`src/ptr_pkg.sv`:
```
// Constants for the power telemetry read-back register bank.
package ptr_pkg;
    // -------------------------------------------------------------
    // Bus addressing
    // -------------------------------------------------------------
    localparam logic [6:0] DEV_ADDR = 7'h18;
    localparam logic [7:0] CMD_READ = 8'h80;
    localparam logic [7:0] CMD_CC_SET = 8'h98;
    // -------------------------------------------------------------
    // Register sub-addresses
    // -------------------------------------------------------------
    localparam logic [7:0] OFS_INSTANT_STATUS = 8'h14;
    localparam logic [7:0] OFS_OPERATING_MODE_FLAGS = 8'h16;
    localparam logic [7:0] OFS_AVERAGE_OUTPUT_CURRENT = 8'h18;
    localparam logic [7:0] OFS_AVERAGE_OUTPUT_VOLTAGE = 8'h1a;
    localparam logic [7:0] OFS_VOLTAGE_DAC_READBACK = 8'h1c;
    localparam logic [7:0] OFS_FAULT_HISTORY = 8'h20;
    localparam logic [7:0] OFS_INTERRUPT_STATUS_MASK = 8'h22;
    // -------------------------------------------------------------
    // Field layouts
    // -------------------------------------------------------------
    localparam logic [15:0] STATUS_MASK = 16'hf63f;
    localparam int STATUS_READY_BIT = 14;
    localparam logic [15:0] FAULT_MASK = 16'h9e77;
    localparam logic [15:0] FAULT_LATCH_GROUP = 16'h0077;
    localparam int FAULT_ANY_LATCH_BIT = 7;
    localparam logic [15:0] OMF_MASK = 16'h0007;
    localparam int CUR_W = 8;
    localparam int VOLT_W = 12;
    localparam int AVG_LOG2 = 4;
    // -------------------------------------------------------------
    // Current set-point: data in low bits 6:0 and high bit 8
    // -------------------------------------------------------------
    localparam logic [7:0] CC_SET_RESET = 8'hc0;
    localparam int CC_LOW_DATA_MSB = 6;
    localparam int CC_HIGH_DATA_BIT = 0;
endpackage : ptr_pkg

```
`src/ptr_avg_if.sv`:
```
// Sample stream and average result between the bank and an averager.
`timescale 1ns/1ps
interface ptr_avg_if #(parameter int W = 8);
    logic valid;
    logic [W-1:0] sample;
    logic [W-1:0] average;
    modport feed (output valid, output sample, input average);
    modport calc (input valid, input sample, output average);
endinterface : ptr_avg_if

```
`src/ptr_avg.sv`:
```
// Running average over the last 2**LOG2 samples.
`timescale 1ns/1ps
module ptr_avg #(
    parameter int W = 8,
    parameter int LOG2 = 4
) (
    input wire logic clk,
    input wire logic rst,
    ptr_avg_if.calc avg
);
    localparam int N = 1 << LOG2;
    logic [W-1:0] hist_r [N];
    logic [LOG2-1:0] idx_r;
    logic [W+LOG2-1:0] sum_r;
    logic [W+LOG2-1:0] sum_nxt;
    logic [W-1:0] avg_r;

    // The oldest sample leaves the window as the new one enters.
    assign sum_nxt = sum_r + (W+LOG2)'(avg.sample) - (W+LOG2)'(hist_r[idx_r]);
    assign avg.average = avg_r;

    always_ff @(posedge clk) begin
        if (rst) begin
            for (int i = 0; i < N; i++) begin
                hist_r[i] <= '0;
            end
            idx_r <= '0;
            sum_r <= '0;
            avg_r <= '0;
        end else if (avg.valid) begin
            hist_r[idx_r] <= avg.sample;
            idx_r <= idx_r + 1'b1;
            sum_r <= sum_nxt;
            avg_r <= sum_nxt[W+LOG2-1:LOG2];
        end
    end
endmodule : ptr_avg

```
`src/ptr_telemetry_bank.sv`:
```
// Telemetry read-back register bank behind a two-wire serial slave.
//
// Notes on behaviour
// - Status word bits 15,14,13,12,10,9: irq enable, ready, discharge, fast, auto-CV, OTP.
// - Status word low bits 5..0: bleeder, output high, sense short, short, UV, OV.
// - Word 0x18 reads zero above bit 7; low byte averages 16 current samples.
// - Word 0x1A reads zero above bit 11; low bits average 16 voltage samples.
// - Fault word records auto-restart events in bits 15, 12, 11, 10, 9.
// - Fault word records latch-offs in bits 6..4, 2..0; bit 7 means any latch-off.
// - Ready bit is one only while the device can accept bus commands.
// - Sub-address written into command 0x80 selects the word read back; ready at bit 14.
// - Current limit compares the averaged current, never the instantaneous sample.
`timescale 1ns/1ps
module ptr_telemetry_bank (
    input wire logic CLK_IN,
    input wire logic RESET_IN,
    input wire logic SCL_IN,
    input wire logic SDA_IN,
    output logic SDA_OUT,
    output logic SDA_OE_OUT,
    input wire logic READY_IN,
    input wire logic [15:0] STATUS_IN,
    input wire logic [15:0] FAULT_IN,
    input wire logic [2:0] MODE_FLAGS_IN,
    input wire logic [15:0] IRQ_IN,
    input wire logic [15:0] DAC_IN,
    input wire logic CUR_VALID_IN,
    input wire logic [7:0] CUR_SAMPLE_IN,
    input wire logic VOLT_VALID_IN,
    input wire logic [11:0] VOLT_SAMPLE_IN,
    output logic CC_LIMIT_OUT,
    output logic [7:0] CC_SETPOINT_OUT
);
    typedef enum logic [2:0] {
        ST_IDLE, ST_ADDR, ST_WBYTE, ST_ACK_WAIT, ST_ACK, ST_RBYTE, ST_RACK, ST_RNEXT
    } ptr_state_t;

    // -------------------------------------------------------------
    // Pin synchronisers
    // -------------------------------------------------------------
    logic scl_s1_r, scl_s2_r, scl_d_r;
    logic sda_s1_r, sda_s2_r, sda_d_r;
    logic rdy_s1_r, rdy_s2_r;
    logic [15:0] stat_s1_r, stat_s2_r;
    logic [15:0] flt_s1_r, flt_s2_r;
    logic [2:0] omf_s1_r, omf_s2_r;
    logic [15:0] irq_s1_r, irq_s2_r;

    always_ff @(posedge CLK_IN) begin
        if (RESET_IN) begin
            {scl_s1_r, scl_s2_r, scl_d_r} <= 3'h7;
            {sda_s1_r, sda_s2_r, sda_d_r} <= 3'h7;
            {rdy_s1_r, rdy_s2_r} <= 2'h0;
            {stat_s1_r, stat_s2_r, flt_s1_r, flt_s2_r} <= '0;
            {omf_s1_r, omf_s2_r, irq_s1_r, irq_s2_r} <= '0;
        end else begin
            {scl_s1_r, scl_s2_r, scl_d_r} <= {SCL_IN, scl_s1_r, scl_s2_r};
            {sda_s1_r, sda_s2_r, sda_d_r} <= {SDA_IN, sda_s1_r, sda_s2_r};
            {rdy_s1_r, rdy_s2_r} <= {READY_IN, rdy_s1_r};
            {stat_s1_r, stat_s2_r} <= {STATUS_IN, stat_s1_r};
            {flt_s1_r, flt_s2_r} <= {FAULT_IN, flt_s1_r};
            {omf_s1_r, omf_s2_r} <= {MODE_FLAGS_IN, omf_s1_r};
            {irq_s1_r, irq_s2_r} <= {IRQ_IN, irq_s1_r};
        end
    end

    // Edges and bus conditions are taken from the synchronised lines only.
    wire scl_rise = scl_s2_r & ~scl_d_r;
    wire scl_fall = ~scl_s2_r & scl_d_r;
    wire bus_start = scl_s2_r & scl_d_r & ~sda_s2_r & sda_d_r;
    wire bus_stop = scl_s2_r & scl_d_r & sda_s2_r & ~sda_d_r;

    // -------------------------------------------------------------
    // Averagers
    // -------------------------------------------------------------
    ptr_avg_if #(.W(ptr_pkg::CUR_W)) cur_if ();
    ptr_avg_if #(.W(ptr_pkg::VOLT_W)) volt_if ();
    assign cur_if.valid = CUR_VALID_IN;
    assign cur_if.sample = CUR_SAMPLE_IN;
    assign volt_if.valid = VOLT_VALID_IN;
    assign volt_if.sample = VOLT_SAMPLE_IN;

    ptr_avg #(.W(ptr_pkg::CUR_W), .LOG2(ptr_pkg::AVG_LOG2)) u_cur_avg (
        .clk(CLK_IN),
        .rst(RESET_IN),
        .avg(cur_if.calc)
    );
    ptr_avg #(.W(ptr_pkg::VOLT_W), .LOG2(ptr_pkg::AVG_LOG2)) u_volt_avg (
        .clk(CLK_IN),
        .rst(RESET_IN),
        .avg(volt_if.calc)
    );

    // -------------------------------------------------------------
    // Register contents
    // -------------------------------------------------------------
    logic ready_r;
    logic [15:0] fault_r;
    logic [15:0] fault_nxt;
    logic [7:0] cc_set_r;
    logic cc_limit_r;

    // A latch-off of any kind also sets the summary bit.
    wire [15:0] fault_evt = flt_s2_r & ptr_pkg::FAULT_MASK;
    wire any_latch = |(fault_evt & ptr_pkg::FAULT_LATCH_GROUP);
    always_comb begin
        fault_nxt = fault_r | fault_evt;
        fault_nxt[ptr_pkg::FAULT_ANY_LATCH_BIT] = fault_r[ptr_pkg::FAULT_ANY_LATCH_BIT] |
            flt_s2_r[ptr_pkg::FAULT_ANY_LATCH_BIT] |
            any_latch;
    end

    wire [15:0] status_word = {(stat_s2_r[15] & ptr_pkg::STATUS_MASK[15]), ready_r,
        stat_s2_r[13:0] & ptr_pkg::STATUS_MASK[13:0]};
    wire [15:0] cur_word = {8'h00, cur_if.average};
    wire [15:0] volt_word = {4'h0, volt_if.average};
    wire [15:0] omf_word = {13'h0000, omf_s2_r} & ptr_pkg::OMF_MASK;

    // -------------------------------------------------------------
    // Serial slave
    // -------------------------------------------------------------
    ptr_state_t state_r, state_nxt;
    logic [7:0] shift_r, shift_nxt;
    logic [2:0] cnt_r, cnt_nxt;
    logic rw_r, rw_nxt;
    logic ack_ok_r, ack_ok_nxt;
    logic [1:0] byte_idx_r, byte_idx_nxt;
    logic [7:0] cmd_r, cmd_nxt;
    logic [7:0] sub_r, sub_nxt;
    logic [7:0] cc_low_r, cc_low_nxt;
    logic [7:0] cc_set_nxt;
    logic hi_sel_r, hi_sel_nxt;
    logic oe_r, oe_nxt;

    wire [7:0] got = {shift_r[6:0], sda_s2_r};

    // The word seen by a read is chosen by the stored sub-address.
    // A sub-address that maps to no register reads back as zero.
    wire sel_stat = sub_r == ptr_pkg::OFS_INSTANT_STATUS;
    wire sel_omf = sub_r == ptr_pkg::OFS_OPERATING_MODE_FLAGS;
    wire sel_cur = sub_r == ptr_pkg::OFS_AVERAGE_OUTPUT_CURRENT;
    wire sel_volt = sub_r == ptr_pkg::OFS_AVERAGE_OUTPUT_VOLTAGE;
    wire sel_dac = sub_r == ptr_pkg::OFS_VOLTAGE_DAC_READBACK;
    wire sel_flt = sub_r == ptr_pkg::OFS_FAULT_HISTORY;
    wire sel_irq = sub_r == ptr_pkg::OFS_INTERRUPT_STATUS_MASK;
    wire [15:0] rd_word = ({16{sel_stat}} & status_word) | ({16{sel_omf}} & omf_word) |
        ({16{sel_cur}} & cur_word) | ({16{sel_volt}} & volt_word) |
        ({16{sel_dac}} & DAC_IN) | ({16{sel_flt}} & fault_r) |
        ({16{sel_irq}} & irq_s2_r);
    wire [7:0] rd_byte = hi_sel_r ? rd_word[15:8] : rd_word[7:0];

    // A start or stop condition overrides whatever byte is in progress.
    always_comb begin
        state_nxt = state_r;
        shift_nxt = shift_r;
        cnt_nxt = cnt_r;
        rw_nxt = rw_r;
        ack_ok_nxt = ack_ok_r;
        byte_idx_nxt = byte_idx_r;
        cmd_nxt = cmd_r;
        sub_nxt = sub_r;
        cc_low_nxt = cc_low_r;
        cc_set_nxt = cc_set_r;
        hi_sel_nxt = hi_sel_r;
        oe_nxt = oe_r;
        if (bus_start) begin
            state_nxt = ST_ADDR;
            cnt_nxt = 3'h0;
            oe_nxt = 1'b0;
        end else if (bus_stop) begin
            state_nxt = ST_IDLE;
            oe_nxt = 1'b0;
        end else begin
            unique case (state_r)
                ST_IDLE: begin
                end
                ST_ADDR, ST_WBYTE: begin
                    if (scl_rise) begin
                        shift_nxt = got;
                        cnt_nxt = cnt_r + 3'h1;
                        if (cnt_r == 3'h7) begin
                            state_nxt = ST_ACK_WAIT;
                            if (state_r == ST_ADDR) begin
                                ack_ok_nxt = got[7:1] == ptr_pkg::DEV_ADDR;
                                rw_nxt = got[0];
                                byte_idx_nxt = 2'h0;
                                hi_sel_nxt = 1'b0;
                            end else begin
                                ack_ok_nxt = 1'b1;
                                if (byte_idx_r != 2'h3) begin
                                    byte_idx_nxt = byte_idx_r + 2'h1;
                                end
                                if (byte_idx_r == 2'h0) begin
                                    cmd_nxt = got;
                                end else if (cmd_r == ptr_pkg::CMD_READ) begin
                                    sub_nxt = got;
                                end else if (cmd_r == ptr_pkg::CMD_CC_SET) begin
                                    if (byte_idx_r == 2'h1) begin
                                        cc_low_nxt = got;
                                    end else if (byte_idx_r == 2'h2) begin
                                        cc_set_nxt = {got[ptr_pkg::CC_HIGH_DATA_BIT],
                                            cc_low_r[ptr_pkg::CC_LOW_DATA_MSB:0]};
                                    end
                                end
                            end
                        end
                    end
                end
                ST_ACK_WAIT: begin
                    if (scl_fall) begin
                        oe_nxt = ack_ok_r;
                        state_nxt = ack_ok_r ? ST_ACK : ST_IDLE;
                    end
                end
                ST_ACK: begin
                    if (scl_fall) begin
                        cnt_nxt = 3'h0;
                        if (rw_r) begin
                            shift_nxt = rd_byte;
                            oe_nxt = ~rd_byte[7];
                            hi_sel_nxt = ~hi_sel_r;
                            state_nxt = ST_RBYTE;
                        end else begin
                            oe_nxt = 1'b0;
                            state_nxt = ST_WBYTE;
                        end
                    end
                end
                // Read data moves only after a clock fall, so it is stable while high.
                ST_RBYTE: begin
                    if (scl_fall) begin
                        if (cnt_r == 3'h7) begin
                            oe_nxt = 1'b0;
                            state_nxt = ST_RACK;
                        end else begin
                            shift_nxt = {shift_r[6:0], 1'b0};
                            oe_nxt = ~shift_r[6];
                            cnt_nxt = cnt_r + 3'h1;
                        end
                    end
                end
                ST_RACK: begin
                    if (scl_rise) begin
                        state_nxt = sda_s2_r ? ST_IDLE : ST_RNEXT;
                    end
                end
                ST_RNEXT: begin
                    if (scl_fall) begin
                        cnt_nxt = 3'h0;
                        shift_nxt = rd_byte;
                        oe_nxt = ~rd_byte[7];
                        hi_sel_nxt = ~hi_sel_r;
                        state_nxt = ST_RBYTE;
                    end
                end
            endcase
        end
    end

    always_ff @(posedge CLK_IN) begin
        if (RESET_IN) begin
            state_r <= ST_IDLE;
            {shift_r, cnt_r, rw_r, ack_ok_r, byte_idx_r, hi_sel_r, oe_r} <= '0;
            {cmd_r, sub_r, cc_low_r} <= '0;
            cc_set_r <= ptr_pkg::CC_SET_RESET;
        end else begin
            state_r <= state_nxt;
            {shift_r, cnt_r, rw_r, ack_ok_r} <= {shift_nxt, cnt_nxt, rw_nxt, ack_ok_nxt};
            {byte_idx_r, hi_sel_r, oe_r} <= {byte_idx_nxt, hi_sel_nxt, oe_nxt};
            {cmd_r, sub_r, cc_low_r, cc_set_r} <= {cmd_nxt, sub_nxt, cc_low_nxt, cc_set_nxt};
        end
    end

    // -------------------------------------------------------------
    // Status, fault history and current limit
    // -------------------------------------------------------------
    // The limit follows the averaged current, so one high sample moves its input by at most a sixteenth of that sample.
    always_ff @(posedge CLK_IN) begin
        if (RESET_IN) begin
            ready_r <= 1'b0;
            fault_r <= '0;
            cc_limit_r <= 1'b0;
        end else begin
            ready_r <= rdy_s2_r;
            fault_r <= fault_nxt;
            cc_limit_r <= cur_if.average >= cc_set_r;
        end
    end

    // -------------------------------------------------------------
    // Outputs
    // -------------------------------------------------------------
    assign SDA_OUT = 1'b0;
    assign SDA_OE_OUT = oe_r;
    assign CC_LIMIT_OUT = cc_limit_r;
    assign CC_SETPOINT_OUT = cc_set_r;
endmodule : ptr_telemetry_bank
```
`config.mk`:
```
export PLATFORM = sky130hd
export DESIGN_NAME = ptr_telemetry_bank
export DESIGN_NICKNAME = d
export VERILOG_FILES = /design/src/ptr_pkg.sv /design/src/ptr_avg_if.sv /design/src/ptr_avg.sv /design/src/ptr_telemetry_bank.sv
export SDC_FILE = /design/constraint.sdc
export NUM_CORES = 1
export LEC_CHECK = 0
export BUFFER_PORTS_ARGS = -buffer_cell sky130_fd_sc_hd__buf_2
export CORE_UTILIZATION = 35
export DETAILED_ROUTE_END_ITERATION = 16
export GPL_TIMING_DRIVEN = 0
export SLEW_MARGIN = 10
export SYNTH_ARGS = -nofsm -noshare
export SYNTH_HDL_FRONTEND = slang
export SYNTH_SLANG_ARGS = --single-unit
```
`constraint.sdc`:
```
create_clock -name CLK_IN -period 9.5 [get_ports CLK_IN]
set_input_delay 0.95 -clock CLK_IN [delete_from_list [all_inputs] [get_ports CLK_IN]]
set_output_delay 0.95 -clock CLK_IN [all_outputs]
set_load 0.05 [all_outputs]
```
==> run_summary.xml <==
<?xml version="1.0" encoding="UTF-8"?>
<metrics>
  <group name="outcome">
    <metric name="run_status" unit="">completed</metric>
  </group>
  <group name="final_layout">
    <metric name="n_fill_cell" unit="">6322</metric>
    <metric name="final_net_count" unit="">2309</metric>
    <metric name="multi_input_comb_area" unit="um2">9424</metric>
    <metric name="area_growth" unit="%">14.44</metric>
    <metric name="register_area" unit="um2">13610</metric>
    <metric name="layout-drive-gt1-share" unit="%">15.36</metric>
  </group>
  <group name="timing">
    <metric name="timing.final.hold_violations" unit="">0</metric>
    <metric name="period_needed" unit="ns">5.234</metric>
    <metric name="timing.max_slew.rel_slack" unit="%">28.66</metric>
    <metric name="timing_worst_slew_pin_value" unit="ns">1.068</metric>
    <metric name="layout_setup_ws" unit="ns">4.266</metric>
    <metric name="report.final.slew_viol_count" unit="">0</metric>
    <metric name="fin_worst_skew" unit="ns">0.03563</metric>
    <metric name="finalSetupViolCount" unit="">0</metric>
    <metric name="finalCritPeriodShare" unit="%">55.09</metric>
    <metric name="setup_tns" unit="ns">0</metric>
    <metric name="fmaxAchievable" unit="MHz">191.1</metric>
    <metric name="rsz_0062_raised_after_global_routing" unit="">false</metric>
  </group>
  <group name="route">
    <metric name="avgRoutedWirePerCell" unit="um">21.90</metric>
    <metric name="drt-initial-drc-count" unit="">1725</metric>
    <metric name="route.detailed.drc" unit="">0</metric>
    <metric name="first_pass_iters" unit="">5</metric>
    <metric name="avgViaCountPerCell" unit="">5.457</metric>
    <metric name="wirelength" unit="mm">67.04</metric>
    <metric name="dr_total_vias" unit="">16700</metric>
    <metric name="drt.antenna.violating_nets" unit="">0</metric>
  </group>
  <group name="die">
    <metric name="dieWidth" unit="um">264.5</metric>
    <metric name="core" unit="um2">67630</metric>
    <metric name="initial_core_util" unit="%">35.66</metric>
    <metric name="chipHeight" unit="um">264.5</metric>
    <metric name="die-area" unit="um2">69960</metric>
    <metric name="floorplan.io_pins" unit="">105</metric>
    <metric name="placement_row_count" unit="">95</metric>
  </group>
  <group name="clock_tree">
    <metric name="number_of_buffers_inserted_during_clock_tree_synthesis" unit="">53</metric>
    <metric name="clk_latency" unit="ns">0.63</metric>
    <metric name="max_buffers_root_to_sink" unit="">3</metric>
    <metric name="cts.repair_timing.setup_buffer_count" unit="">0</metric>
    <metric name="worst_setup_hold_path_clk_slew" unit="ns">0.06</metric>
    <metric name="tritoncts" unit="">yes</metric>
    <metric name="htree_levels" unit="">2</metric>
    <metric name="cts_resized" unit="">0</metric>
    <metric name="cts-hold-fix-buffers" unit="">0</metric>
    <metric name="clock_sink_count" unit="">520</metric>
    <metric name="cts_root_buffer" unit="">clkbuf_16</metric>
  </group>
  <group name="global_routing">
    <metric name="antenna_found_initial" unit="">4</metric>
    <metric name="grtUsageTotal" unit="%">19.05</metric>
    <metric name="grt_pass1_wl" unit="mm">101.6</metric>
    <metric name="global_route.overflow_total" unit="">0</metric>
    <metric name="maximum_number_of_pins_on_one_net_before_global_route_repair" unit="">16</metric>
    <metric name="first_global_vias" unit="">16710</metric>
  </group>
  <group name="worst_setup_path">
    <metric name="cp-end-kind" unit="">flop</metric>
    <metric name="regToRegSetupSlack" unit="ns">4.27</metric>
    <metric name="timing.critical_path.slowest_stage_cell" unit="">clkbuf_1</metric>
    <metric name="crit_chain" unit="">clkbuf_1, clkbuf_1, mux4_2, mux4_2, fa_1, inv_1, ha_1, nor2b_1, o21ai_2, a21oi_1, nor4_1, o21ai_1, o41a_1, a2111oi_0</metric>
    <metric name="setup.worst_path.start_class" unit="">flop</metric>
    <metric name="timing.critical_path.buf_inv" unit="">3</metric>
    <metric name="cell_family_with_most_cp_delay" unit="">compound AO/OA/AOI/OAI gates</metric>
    <metric name="timing.critical_path.slowest_cell_delay" unit="ns">0.62</metric>
    <metric name="worst-endpoint-required" unit="ns">10.01</metric>
    <metric name="crit_arrival" unit="ns">5.74</metric>
    <metric name="path_max_fanout" unit="">10</metric>
    <metric name="worstReg2RegEnd" unit="">u_volt_avg.avg.average[10]</metric>
    <metric name="worst-r2r-cell-count" unit="">14</metric>
    <metric name="class_of_the_most_critical_setup_path" unit="">reg2reg</metric>
  </group>
  <group name="synth">
    <metric name="async_reset_ff_share" unit="%">0</metric>
    <metric name="synth_largest_area_cell" unit="">edfxtp_1</metric>
    <metric name="syn_area_per_cell" unit="um2">12.15</metric>
    <metric name="synth_largest_type_area_fraction" unit="%">39.84</metric>
    <metric name="ys_top_cells_by_area" unit="">edfxtp_1 40%, dfxtp_1 17%, mux4_2 9.3%</metric>
    <metric name="syn_nets" unit="">2149</metric>
    <metric name="synthMostInstantiatedCell" unit="">edfxtp_1</metric>
    <metric name="post_synth_edffs" unit="">320</metric>
    <metric name="ys_seq_elements" unit="">520</metric>
    <metric name="synth.lib_cells_used.distinct" unit="">78</metric>
    <metric name="ys_warn_count" unit="">0</metric>
    <metric name="netlist_top_cells_count" unit="">320 x edfxtp_1, 200 x dfxtp_1, 143 x nor3_1, 135 x clkbuf_1, 131 x and3_1</metric>
    <metric name="syn_area" unit="um2">24120</metric>
    <metric name="ys.flop_type" unit="">edfxtp_1</metric>
    <metric name="seq_area_frac_synth" unit="%">56.45</metric>
    <metric name="syn_inst" unit="">1985</metric>
  </group>
  <group name="pwr">
    <metric name="sw_frac_of_total" unit="%">28.67</metric>
    <metric name="combPwrFrac" unit="%">20.8</metric>
    <metric name="p_switching" unit="mW">1.743</metric>
    <metric name="p_int" unit="mW">4.335</metric>
    <metric name="proportion_of_power_drawn_by_the_clock_network" unit="%">36.3</metric>
    <metric name="static_leakage" unit="nW">10.43</metric>
    <metric name="power.density_cell_area" unit="nW/um2">220.2</metric>
    <metric name="pwr-share-seq" unit="%">42.9</metric>
    <metric name="worst_ir_drop_vdd" unit="uV">153.1</metric>
    <metric name="total_power" unit="mW">6.077</metric>
  </group>
  <group name="placed_design">
    <metric name="dp_worst_setup_slack" unit="ns">4.296</metric>
    <metric name="gpl_wtd_cong" unit="">0.8926</metric>
    <metric name="place.port_buffers" unit="">93</metric>
    <metric name="place.detailed.hpwl" unit="mm">47.71</metric>
  </group>
  <group name="min_path">
    <metric name="min_path_cells" unit="">1</metric>
    <metric name="hp-start" unit="">scl_s1_r</metric>
    <metric name="hold_path.class" unit="">reg2reg</metric>
    <metric name="min_delay_worst_endpoint" unit="">scl_s2_r</metric>
  </group>
  <group name="job">
    <metric name="max_cap_check_violation_count" unit="">0</metric>
  </group>
</metrics>
cells by family (layout without fill, tap and decap cells):
group / Yosys count / in the layout / synth area share [%]
AND/OR/NAND/NOR: 741 / 741 / 16.44
flip-flops: 520 / 520 / 56.45
buffers and inverters: 276 / 478 / 4.477
AO/OA/AOI/OAI: 181 / 181 / 5.147
multiplexers: 172 / 172 / 12.35
adder cells (fa/ha/maj): 70 / 70 / 4.254
XOR/XNOR: 24 / 24 / 0.8716
other: 1 / 2 / 0.01555
cells in the final DEF (no fill, tap or decap), drive strengths merged, types with 8 or more instances in the layout:
| master | instances |
|---|---|
| nor2b | 99 |
| and3 | 131 |
| clkinv | 26 |
| clkbuf | 203 |
| a21oi | 30 |
| dfxtp | 200 |
| nand2b | 8 |
| inv | 97 |
| nor4 | 43 |
| buf | 140 |
| a22oi | 9 |
| a21o | 17 |
| nor2 | 132 |
| ha | 50 |
| mux2i | 67 |
| nand3 | 21 |
| nor3 | 144 |
| mux4 | 100 |
| edfxtp | 320 |
| nand4 | 10 |
| xor2 | 8 |
| a211oi | 10 |
| and2 | 36 |
| nand2 | 83 |
| fa | 20 |
| bufinv | 8 |
| o21ai | 47 |
| xnor2 | 16 |
| or2 | 13 |
metrics by stage:
stage	instances	util [%]	cell area, um2	hold WS [ns]
2_1_floorplan	1985	-	24120	0.3895
4_1_cts	3060	40.80	27600	0.4272
3_5_place_dp	2963	38.11	25780	0.4108
5_1_grt	3060	40.80	27600	0.4414
6_report	3061	40.81	27600	0.4179
3_3_place_gp	2951	37.96	25670	0.4106
layer usage:
layer  share of wire (%)  wire (um)  global-route usage, %
met5               0.063         42                      0
met4                 2.9       1931                  6.254
met3                 6.4       4307                  3.177
met2                  48      32300                  31.71
met1                  42      28460                  25.24
how the worst max path moves through the flow:
stage               from                         end  slack (ns)  cells past startpoint
CTS                 flop  u_volt_avg.avg.average[10]        4.29                     14
global placement    flop  u_volt_avg.avg.average[11]        4.30                     14
detailed placement  flop  u_volt_avg.avg.average[10]        4.30                     14
global route        flop  u_volt_avg.avg.average[10]        3.92                     14
floorplan           flop  u_volt_avg.avg.average[10]        5.23                     14
finish              flop  u_volt_avg.avg.average[10]        4.27                     14
power by group through the flow:
stage / clock (mW) / combinational (mW) / sequential, mW
after CTS: 2.23 / 1.26 / 2.61
after global routing: 2.31 / 1.42 / 2.62
final: 2.20 / 1.26 / 2.61
after floorplan: 0 / 0.949 / 2.61
after detailed placement: 0 / 1.25 / 2.66
after global placement: 0 / 1.23 / 2.65
final cells by class:
class / instances / area share, %
flip-flops and latches: 520 / 49.32
multi-input cells: 1189 / 34.14
clock buffers: 68 / 5.118
well taps: 873 / 3.958
plain buffers: 170 / 2.471
repair buffers: 105 / 2.054
clock inverters: 29 / 1.482
inverters: 106 / 1.442
diodes: 1 / 0.009067
state kept, by name, indices dropped and copies added, names as in the netlist, 7 cells and up, named ones only:
signal,count
CC_SETPOINT_OUT,8
sub_r,8
cmd_r,8
u_volt_avg.hist_r,192
stat_s1_r,11
flt_s1_r,12
flt_s2_r,12
irq_s2_r,16
u_volt_avg.avg.average,12
u_cur_avg.avg.average,8
shift_r,7
stat_s2_r,11
cc_low_r,7
fault_r,12
u_cur_avg.hist_r,128
irq_s1_r,16
Power figures use the tool's default switching activity.
